$ cat config.mk
export PLATFORM = sky130hd
export DESIGN_NAME = dual_async_port
export DESIGN_NICKNAME = d
export VERILOG_FILES = /design/src/uart_pkg.sv /design/src/sync_fifo.sv /design/src/dual_async_port.sv
export SDC_FILE = /design/constraint.sdc
export NUM_CORES = 1
export LEC_CHECK = 0
export ABC_AREA = 0
export BUFFER_PORTS_ARGS = -buffer_cell sky130_fd_sc_hd__buf_2
export CAP_MARGIN = 10
export CELL_PAD_IN_SITES_DETAIL_PLACEMENT = 1
export CELL_PAD_IN_SITES_GLOBAL_PLACEMENT = 2
export CORE_ASPECT_RATIO = 0.75
export CORE_MARGIN = 2
export CORE_UTILIZATION = 30
export CTS_BUF_LIST = sky130_fd_sc_hd__clkbuf_8
export CTS_CLUSTER_DIAMETER = 50
export DETAILED_ROUTE_END_ITERATION = 12
export PLACE_DENSITY_LB_ADDON = 0.1
export SLEW_MARGIN = 20
export SYNTH_ARGS = -nofsm -noshare
export SYNTH_HDL_FRONTEND = slang
export SYNTH_SLANG_ARGS = --single-unit
$ cat constraint.sdc
create_clock -name i_clk -period 3.8 [get_ports i_clk]
set_input_delay 1.14 -clock i_clk [delete_from_list [all_inputs] [get_ports i_clk]]
set_output_delay 1.14 -clock i_clk [all_outputs]
set_load 0.1 [all_outputs]
$ cat src/uart_pkg.sv
// Shared constants for the dual serial port block: register map,
// field positions, reset values and frame sizes.
// Assumes one 50 MHz clock and a host bus of 8 data and 3 address bits.
package uart_pkg;
  // Sizes
  localparam int NUM_PORTS = 2;
  localparam int DATA_W = 8;
  localparam int ADDR_W = 3;
  localparam int FIFO_DEPTH = 16;
  // Register offsets within one serial element
  localparam logic [2:0] REG_DATA = 3'h0;
  localparam logic [2:0] REG_DIVISOR = 3'h1;
  localparam logic [2:0] REG_CTRL = 3'h3;
  localparam logic [2:0] REG_MODEM_CTL = 3'h4;
  localparam logic [2:0] REG_LINE_STAT = 3'h5;
  localparam logic [2:0] REG_MODEM_STAT = 3'h6;
  localparam logic [2:0] REG_SCRATCH = 3'h7;
  // Register offset behind the parallel select
  localparam logic [2:0] REG_IRQ_MODE = 3'h0;
  // Field positions
  localparam int MCR_TERM_READY_BIT = 0;
  localparam int MCR_SEND_REQ_BIT = 1;
  localparam int MCR_LOOPBACK_BIT = 4;
  localparam int LSR_DATA_READY_BIT = 0;
  localparam int LSR_FRAME_ERR_BIT = 3;
  localparam int LSR_TX_ROOM_BIT = 5;
  localparam int MSR_CARRIER_BIT = 3;
  localparam int MSR_SEND_CLEAR_BIT = 4;
  localparam int MSR_SET_READY_BIT = 5;
  localparam int MSR_RING_BIT = 6;
  localparam int CTRL_ENABLE_BIT = 0;
  localparam int IRQ_COMPAT_BIT = 0;
  // Reset values
  localparam logic [7:0] DIVISOR_RST = 8'h0f;
  localparam logic [7:0] MCR_RST = 8'h00;
  localparam logic [7:0] CTRL_RST = 8'h00;
  localparam logic LINE_MARK = 1'b1;
  // Start bit, eight data bits, one stop bit
  localparam logic [3:0] FRAME_BITS = 4'ha;
endpackage

$ cat src/sync_fifo.sv
// Synchronous FIFO with valid/ready on both sides.
// Assumes both sides run on the same clock; reset is synchronous.
`timescale 1ns/100ps
module sync_fifo #(
  parameter int WIDTH = 8,
  parameter int DEPTH = 16
) (
  // Clock and reset
  input wire logic i_clk,
  input wire logic i_rst_n,
  // Fill side
  input wire logic i_wr_valid,
  output logic o_wr_ready,
  input wire logic [WIDTH-1:0] i_wr_data,
  // Drain side
  output logic o_rd_valid,
  input wire logic i_rd_ready,
  output logic [WIDTH-1:0] o_rd_data
);
  localparam int AW = $clog2(DEPTH);

  typedef struct packed {
    logic [DEPTH-1:0][WIDTH-1:0] mem;
    logic [AW-1:0] wp;
    logic [AW-1:0] rp;
    logic [AW:0] cnt;
  } fifo_state_t;

  fifo_state_t q;
  fifo_state_t d;
  logic push;
  logic pop;

  // Honest flags straight from the fill count
  assign o_wr_ready = (q.cnt != (AW+1)'(DEPTH));
  assign o_rd_valid = (q.cnt != '0);
  assign o_rd_data = q.mem[q.rp];
  assign push = i_wr_valid & o_wr_ready;
  assign pop = i_rd_ready & o_rd_valid;

  // Pointer and count update; a push and a pop together keep the count
  always_comb begin
    d = q;
    if (push) begin
      d.mem[q.wp] = i_wr_data;
      d.wp = (q.wp == AW'(DEPTH - 1)) ? '0 : q.wp + AW'(1);
    end
    if (pop) begin
      d.rp = (q.rp == AW'(DEPTH - 1)) ? '0 : q.rp + AW'(1);
    end
    if (push && !pop) begin
      d.cnt = q.cnt + (AW+1)'(1);
    end else if (pop && !push) begin
      d.cnt = q.cnt - (AW+1)'(1);
    end
  end

  // State register
  always_ff @(posedge i_clk) begin
    if (!i_rst_n) begin
      q <= '0;
    end else begin
      q <= d;
    end
  end
endmodule // sync_fifo

$ cat src/dual_async_port.sv
// Two serial communication elements behind a strobed 8-bit host bus.
// Assumes host pins and modem lines are asynchronous to i_clk and are
// held steady for several clocks around each strobe.
`timescale 1ns/100ps
module dual_async_port (
  // Clock and reset
  input wire logic i_clk,
  input wire logic i_rst_n,
  // Host bus
  input wire logic [uart_pkg::DATA_W-1:0] i_host_data,
  output logic [uart_pkg::DATA_W-1:0] o_host_data,
  output logic o_host_data_oe_n,
  input wire logic [uart_pkg::ADDR_W-1:0] i_register_select_lines,
  input wire logic i_io_write_strobe,
  input wire logic i_io_read_strobe,
  input wire logic i_serial0_select,
  input wire logic i_serial1_select,
  input wire logic i_parallel_select,
  // Serial and modem lines, one bit per element
  output logic [uart_pkg::NUM_PORTS-1:0] o_serial_tx_line,
  input wire logic [uart_pkg::NUM_PORTS-1:0] i_serial_rx_line,
  output logic [uart_pkg::NUM_PORTS-1:0] o_terminal_ready_out,
  output logic [uart_pkg::NUM_PORTS-1:0] o_send_request_out,
  input wire logic [uart_pkg::NUM_PORTS-1:0] i_send_clear_in,
  input wire logic [uart_pkg::NUM_PORTS-1:0] i_set_ready_in,
  input wire logic [uart_pkg::NUM_PORTS-1:0] i_ring_detect_in,
  input wire logic [uart_pkg::NUM_PORTS-1:0] i_carrier_detect_in,
  // Interrupt mux mode
  output logic o_interrupt_request_mux_compat
);
  import uart_pkg::*;

  // Modem input order inside the synchroniser: ring, ready, clear, carrier
  typedef struct packed {
    logic [1:0] wr_s;
    logic [1:0] rd_s;
    logic wr_prev;
    logic [2:0] cs_a;
    logic [2:0] cs_b;
    logic [2:0] adr_a;
    logic [2:0] adr_b;
    logic [7:0] dat_a;
    logic [7:0] dat_b;
    logic [1:0] rx_a;
    logic [1:0] rx_b;
    logic [1:0][3:0] mdm_a;
    logic [1:0][3:0] mdm_b;
    logic [1:0][7:0] mcr;
    logic [1:0][7:0] div;
    logic [1:0][7:0] ctl;
    logic [1:0][7:0] scr;
    logic [1:0][7:0] rbr;
    logic [1:0][7:0] rx_sh;
    logic [1:0][9:0] tx_sh;
    logic [1:0][3:0] tx_bits;
    logic [1:0][3:0] rx_bits;
    logic [1:0][7:0] tx_cnt;
    logic [1:0][7:0] rx_cnt;
    logic [1:0] dr;
    logic [1:0] ferr;
    logic [1:0] rx_busy;
    logic [1:0] tx_line;
    logic irq_compat;
    logic [7:0] dout;
    logic dout_oe_n;
  } state_t;

  state_t q;
  state_t d;
  logic wr_fire;
  logic [1:0] fifo_wr_valid;
  logic [1:0] fifo_wr_ready;
  logic [1:0] fifo_rd_valid;
  logic [1:0] tx_take;
  logic [1:0][7:0] fifo_rd_data;

  // Only the second synchroniser stage of each strobe is looked at
  assign wr_fire = q.wr_s[1] & ~q.wr_prev;

  // Transmit queues; a full queue refuses further data writes
  for (genvar e = 0; e < NUM_PORTS; e++) begin : g_port
    assign fifo_wr_valid[e] = wr_fire & q.cs_b[e] & (q.adr_b == REG_DATA);
    // New frame only when idle and software has enabled transfers
    assign tx_take[e] = fifo_rd_valid[e] & (q.tx_bits[e] == 4'h0)
                      & q.ctl[e][CTRL_ENABLE_BIT];
    sync_fifo #(.WIDTH(DATA_W), .DEPTH(FIFO_DEPTH)) u_tx_fifo (
      .i_clk(i_clk),
      .i_rst_n(i_rst_n),
      .i_wr_valid(fifo_wr_valid[e]),
      .o_wr_ready(fifo_wr_ready[e]),
      .i_wr_data(q.dat_b),
      .o_rd_valid(fifo_rd_valid[e]),
      .i_rd_ready(tx_take[e]),
      .o_rd_data(fifo_rd_data[e])
    );
  end

  // Next state: synchronisers, register access, transmit, receive
  always_comb begin
    logic rx;
    logic [7:0] rv;
    rx = 1'b1;
    rv = 8'h00;
    d = q;
    d.wr_s = {q.wr_s[0], i_io_write_strobe};
    d.rd_s = {q.rd_s[0], i_io_read_strobe};
    d.wr_prev = q.wr_s[1];
    d.cs_a = {i_parallel_select, i_serial1_select, i_serial0_select};
    d.cs_b = q.cs_a;
    d.adr_a = i_register_select_lines;
    d.adr_b = q.adr_a;
    d.dat_a = i_host_data;
    d.dat_b = q.dat_a;
    d.rx_a = i_serial_rx_line;
    d.rx_b = q.rx_a;
    for (int e = 0; e < NUM_PORTS; e++) begin
      d.mdm_a[e] = {i_ring_detect_in[e], i_set_ready_in[e],
                    i_send_clear_in[e], i_carrier_detect_in[e]};
    end
    d.mdm_b = q.mdm_a;
    d.dout = 8'h00;
    if (wr_fire && q.cs_b[2] && q.adr_b == REG_IRQ_MODE) begin
      d.irq_compat = q.dat_b[IRQ_COMPAT_BIT];
    end
    if (q.cs_b[2] && q.adr_b == REG_IRQ_MODE) begin
      d.dout[IRQ_COMPAT_BIT] = q.irq_compat;
    end
    for (int e = 0; e < NUM_PORTS; e++) begin
      // Host writes to the addressed register of the selected element
      if (wr_fire && q.cs_b[e]) begin
        case (q.adr_b)
          REG_DIVISOR: d.div[e] = q.dat_b;
          REG_CTRL: d.ctl[e] = q.dat_b;
          REG_MODEM_CTL: d.mcr[e] = q.dat_b;
          REG_SCRATCH: d.scr[e] = q.dat_b;
          default: ;
        endcase
      end
      // Read mux for the addressed register
      case (q.adr_b)
        REG_DATA: rv = q.rbr[e];
        REG_DIVISOR: rv = q.div[e];
        REG_CTRL: rv = q.ctl[e];
        REG_MODEM_CTL: rv = q.mcr[e];
        REG_LINE_STAT: begin
          rv = 8'h00;
          rv[LSR_DATA_READY_BIT] = q.dr[e];
          rv[LSR_FRAME_ERR_BIT] = q.ferr[e];
          rv[LSR_TX_ROOM_BIT] = fifo_wr_ready[e];
        end
        REG_MODEM_STAT: begin
          rv = 8'h00;
          rv[MSR_CARRIER_BIT] = q.mdm_b[e][0];
          rv[MSR_SEND_CLEAR_BIT] = q.mdm_b[e][1];
          rv[MSR_SET_READY_BIT] = q.mdm_b[e][2];
          rv[MSR_RING_BIT] = q.mdm_b[e][3];
        end
        REG_SCRATCH: rv = q.scr[e];
        default: rv = 8'h00;
      endcase
      if (q.cs_b[e]) begin
        d.dout = rv;
      end
      // Reading the data register consumes it; a new byte below wins
      if (q.rd_s[1] && q.cs_b[e] && q.adr_b == REG_DATA) begin
        d.dr[e] = 1'b0;
      end
      // Transmitter: frame LSB first, each bit lasts divisor+1 clocks
      if (q.tx_bits[e] == 4'h0) begin
        d.tx_line[e] = LINE_MARK;
        if (tx_take[e]) begin
          d.tx_sh[e] = {1'b1, fifo_rd_data[e], 1'b0};
          d.tx_bits[e] = FRAME_BITS;
          d.tx_cnt[e] = q.div[e];
          d.tx_line[e] = 1'b0;
        end
      end else if (q.tx_cnt[e] != 8'h00) begin
        d.tx_cnt[e] = q.tx_cnt[e] - 8'h01;
      end else begin
        d.tx_sh[e] = {1'b1, q.tx_sh[e][9:1]};
        d.tx_line[e] = q.tx_sh[e][1];
        d.tx_bits[e] = q.tx_bits[e] - 4'h1;
        d.tx_cnt[e] = q.div[e];
      end
      // Receiver source: own transmit line in loopback
      rx = q.mcr[e][MCR_LOOPBACK_BIT] ? q.tx_line[e] : q.rx_b[e];
      if (!q.rx_busy[e]) begin
        // Disabled elements ignore line activity, as after reset
        if (!rx && q.ctl[e][CTRL_ENABLE_BIT]) begin
          d.rx_busy[e] = 1'b1;
          d.rx_bits[e] = FRAME_BITS;
          d.rx_cnt[e] = {1'b0, q.div[e][7:1]}; // Sample mid-bit
        end
      end else if (q.rx_cnt[e] != 8'h00) begin
        d.rx_cnt[e] = q.rx_cnt[e] - 8'h01;
      end else begin
        d.rx_cnt[e] = q.div[e];
        d.rx_bits[e] = q.rx_bits[e] - 4'h1;
        if (q.rx_bits[e] == FRAME_BITS) begin
          d.rx_busy[e] = ~rx; // Glitch shorter than half a bit
        end else if (q.rx_bits[e] == 4'h1) begin
          d.rx_busy[e] = 1'b0;
          d.rbr[e] = q.rx_sh[e];
          d.dr[e] = 1'b1;
          d.ferr[e] = ~rx;
        end else begin
          d.rx_sh[e] = {rx, q.rx_sh[e][7:1]};
        end
      end
    end
    // Drive the bus only during a selected read
    d.dout_oe_n = ~(q.rd_s[1] & (|q.cs_b));
  end

  // State register; reset forces idle lines and non-compatible mux
  always_ff @(posedge i_clk) begin
    if (!i_rst_n) begin
      q <= '0;
      q.tx_line <= {NUM_PORTS{LINE_MARK}};
      q.div <= {NUM_PORTS{DIVISOR_RST}};
      q.mcr <= {NUM_PORTS{MCR_RST}};
      q.ctl <= {NUM_PORTS{CTRL_RST}};
      q.irq_compat <= 1'b0;
      q.dout_oe_n <= 1'b1;
    end else begin
      q <= d;
    end
  end

  // Outputs straight from flip-flops
  assign o_serial_tx_line = q.tx_line;
  assign o_host_data = q.dout;
  assign o_host_data_oe_n = q.dout_oe_n;
  assign o_interrupt_request_mux_compat = q.irq_compat;
  for (genvar e = 0; e < NUM_PORTS; e++) begin : g_modem
    assign o_terminal_ready_out[e] = q.mcr[e][MCR_TERM_READY_BIT];
    assign o_send_request_out[e] = q.mcr[e][MCR_SEND_REQ_BIT];
  end
endmodule // dual_async_port

==> results.md <==
- Layout area overhead: 13.1%
- Vias in the first global route: 18716
- Detail Route Antenna Nets: 0
- Vias per cell: 5.10
- Final period util: 86.8%
- Placed Cells: 3370
- Die height: 243 µm
- Core area: 0.0754 mm²
- Fin nets: 2508
- H-tree Lvls: 3
- Crit-path cells: inv_1 > ha_1 > or3b_2 > a211oi_2 > inv_1 > ha_1 > inv_1 > ha_1 > nor2b_1 > o21a_1 > or3_1 > a21oi_1 > mux2i_1
- Crit path required time: 4430 ps
- Slew @ Worst Pin: 1030 ps
- Clock latency on the worst-skew pair: 700 ps
- Largest net degree at the start of global routing: 88
- GRT Total Usage: 18.7%
- Share of cells above drive strength 1: 13.9%
- Post-CTS Resized: 0
- Number of flops mapped to enable cells by yosys: 0
- Hold EP: q[208]
- Initial antenna violation count: 1
- Fillers: 8543
- DR WL/cell: 20.8 µm
- Post-synth ARST share: 0%
- Crit path kind: reg -> reg
- Min Clock Period, post-route: 3300 ps
- Max_slew headroom: 30.8%
- Register area share after synthesis: 44.9%
- Top post-synthesis cells by area: dfxtp_1, mux2i_1, mux4_2
- Netlist Area Pre-Place: 0.0229 mm²
- Horiz. Die Dim: 323 µm
- Synth Area per Inst: 9.34 µm²
- Slowest CP cell: or3b_2
- Yosys reg bits: 515
- Pre-antenna DRT Iters: 5
- Syn. warnings: 0
- Mapped Cells: 2456
- Max Fclk: 303 MHz
- CTS Buf Count: 94
- IO Pins: 44
- Root Driver: clkbuf_8
- Most common cell after layout, fill and taps aside: dfxtp_1
- Clk sinks: 515
- Area after DPL: 0.0240 mm²
- Post-DP HPWL: 47000 µm
- Endpoints failing hold: 0
- Netlist cell types: 73
- Power density cells: 485 mW/mm²
- Gpl congestion: 0.778
- Initial drt markers: 917
- Pins Over Slew Limit: 0
- RSZ-0062 raised after global routing: false
- Post-route total power: 12600 µW
- Outcome: finished, final reports clean
- TNS Setup: 0 ps
- Setup Fix Bufs, Post-CTS: 0
- Crit end category: flop
- Congestion Overflow GR: 0
- Std-Cell Rows: 87
- CTS tree: built
- Drt drc: 0
- VDD IR-drop max: 0.202 mV
- Hold Path Origin: d[208]
- Met2 WL: 31400 µm
- Hold WC Path Type: reg -> reg
- WP data arrival: 3930 ps
- Dominant synthesized flop cell: dfxtp_1
- Area of the multi-input gates: 0.0117 mm²
- First-pass GRT wire length: 114000 µm
- Final setup viols: 0
- Clock buffer depth: 3
- Flop2flop setup slack: 500 ps
- Synthesized Nets: 2521
- Post-route cell area: 0.0259 mm²
- Clock slew at reported path FFs: 60 ps
- Largest area contributor in the netlist: dfxtp_1
- R2R Path Start: q[58]
- R2R cell count: 13
- Top Metal Used: met4
- Metal3 WL: 2560 µm
- Synth top area share: 44.9%
- Worst setup SP type: flop
- CP max stage delay: 620 ps
- Reg-to-reg critical path endpoint: g_port[0].u_tx_fifo.q[4]
- Reg area: 0.0103 mm²
- Hold path cells: 1
- Wl on met1: 37700 µm
- Die ar.: 0.0787 mm²
- WL final: 73400 µm
- DR vias: 18024
- Max-capacitance violation count: 0
- Cell Count, Final, Fillers Out: 3535
- Hold-fix buffers, CTS: 0
- Most frequent cells in the layout: dfxtp_1, nor2_1, mux2i_1, nand2_1, a21oi_1
- Initial Util: 30.4%
- CP max FO: 12
- Leak: 0.0103 µW
- Clk_skew: 16.6 ps
- I/O Buffers: 43
logic make-up after synthesis:
group / Yosys count / synth area share (%)
AOI/OAI and AO/OA: 431 / 11.9
muxes: 352 / 18.4
adders and majority gates: 37 / 2.08
and+or+nand+nor: 861 / 17.5
xor gates and xnor gates: 23 / 0.878
DFF: 515 / 44.9
buffers and inverters: 237 / 4.30
per-layer routing:
| layer | vias up | track usage (%) |
|---|---|---|
| met5 | - | 0 |
| met4 | 0 | 5.29 |
| met3 | 119 | 3.01 |
| met2 | 268 | 28.2 |
| met1 | 9003 | 27.3 |
| li1 | 8634 | - |
cells in the mapped netlist (all sizes together) (4+ instances only):
master   count
a2111oi      4
a211oi      27
a21o        22
a21oi      205
a221o        4
a221oi      24
a22o         8
a22oi       22
a311oi       4
a31oi        4
a32oi        6
and2        59
buf         45
clkbuf     155
dfxtp      515
ha          35
inv         36
mux2        20
mux2i      279
mux4        53
nand2      231
nand2b       8
nand3      150
nand3b       5
nand4       13
nor2       306
nor2b       12
nor3        30
nor3b        7
nor4        13
nor4b        4
o211ai       6
o21a         4
o21ai       61
o22ai        8
or2          5
or3          5
or4          4
xnor2        9
xor2        14
flip-flops by register name, summed over array words and instances, names as in the netlist:
signal                          cells
d                                  27
g_port.u_tx_fifo.q                282
o_host_data                         8
o_host_data_oe_n                    1
o_interrupt_request_mux_compat      1
o_send_request_out                  2
o_serial_tx_line                    2
o_terminal_ready_out                2
q                                 190
stage by stage:
step	setup WS (ps)	utilization (%)	hold WS, ps
detailed placement	504	31.9	420
global route	248	34.4	445
finish	502	34.4	431
floorplan	472	-	412
CTS	488	34.4	435
global placement	581	31.9	413
area by class of cell:
class,instances,area share [%]
repair buffers,91,2.42
multi-input cells,1704,44.9
inverters,37,0.564
well taps,1023,4.93
clock buffers,117,6.21
diodes,1,0.00964
flip-flops and latches,515,39.8
clock inverters,47,1.13
worst max-delay path by stage:
| stage | from | depth (start not counted) | to |
|---|---|---|---|
| 3_3_place_gp | q[58] | 13 | g_port[0].u_tx_fifo.q[4] |
| 2_1_floorplan | q[58] | 14 | g_port[0].u_tx_fifo.q[4] |
| 3_5_place_dp | q[58] | 13 | g_port[0].u_tx_fifo.q[4] |
| 6_report | q[58] | 13 | g_port[0].u_tx_fifo.q[4] |
| 5_1_grt | q[59] | 13 | g_port[0].u_tx_fifo.q[4] |
| 4_1_cts | q[58] | 13 | g_port[0].u_tx_fifo.q[4] |
worst max-delay path, delay by kind of cell, from the launching register on:
kind / cells / cell delay (ps)
multiplexers: 1 / 190
flip-flops: 1 / 330
buffers and inverters: 3 / 310
AND/OR/NAND/NOR: 3 / 1080
adder cells (fa/ha/maj): 3 / 700
AO/OA/AOI/OAI: 3 / 640
power breakdown:
group / switching (µW) / internal (µW) / total (µW) / leakage, µW
clock: 2460 / 2960 / 5420 / 0.00108
combinational: 962 / 495 / 1460 / 0.00502
sequential: 164 / 5530 / 5690 / 0.00417
total: 3580 / 8990 / 12600 / 0.0103
No activity file was read; power rests on OpenSTA's default activity.
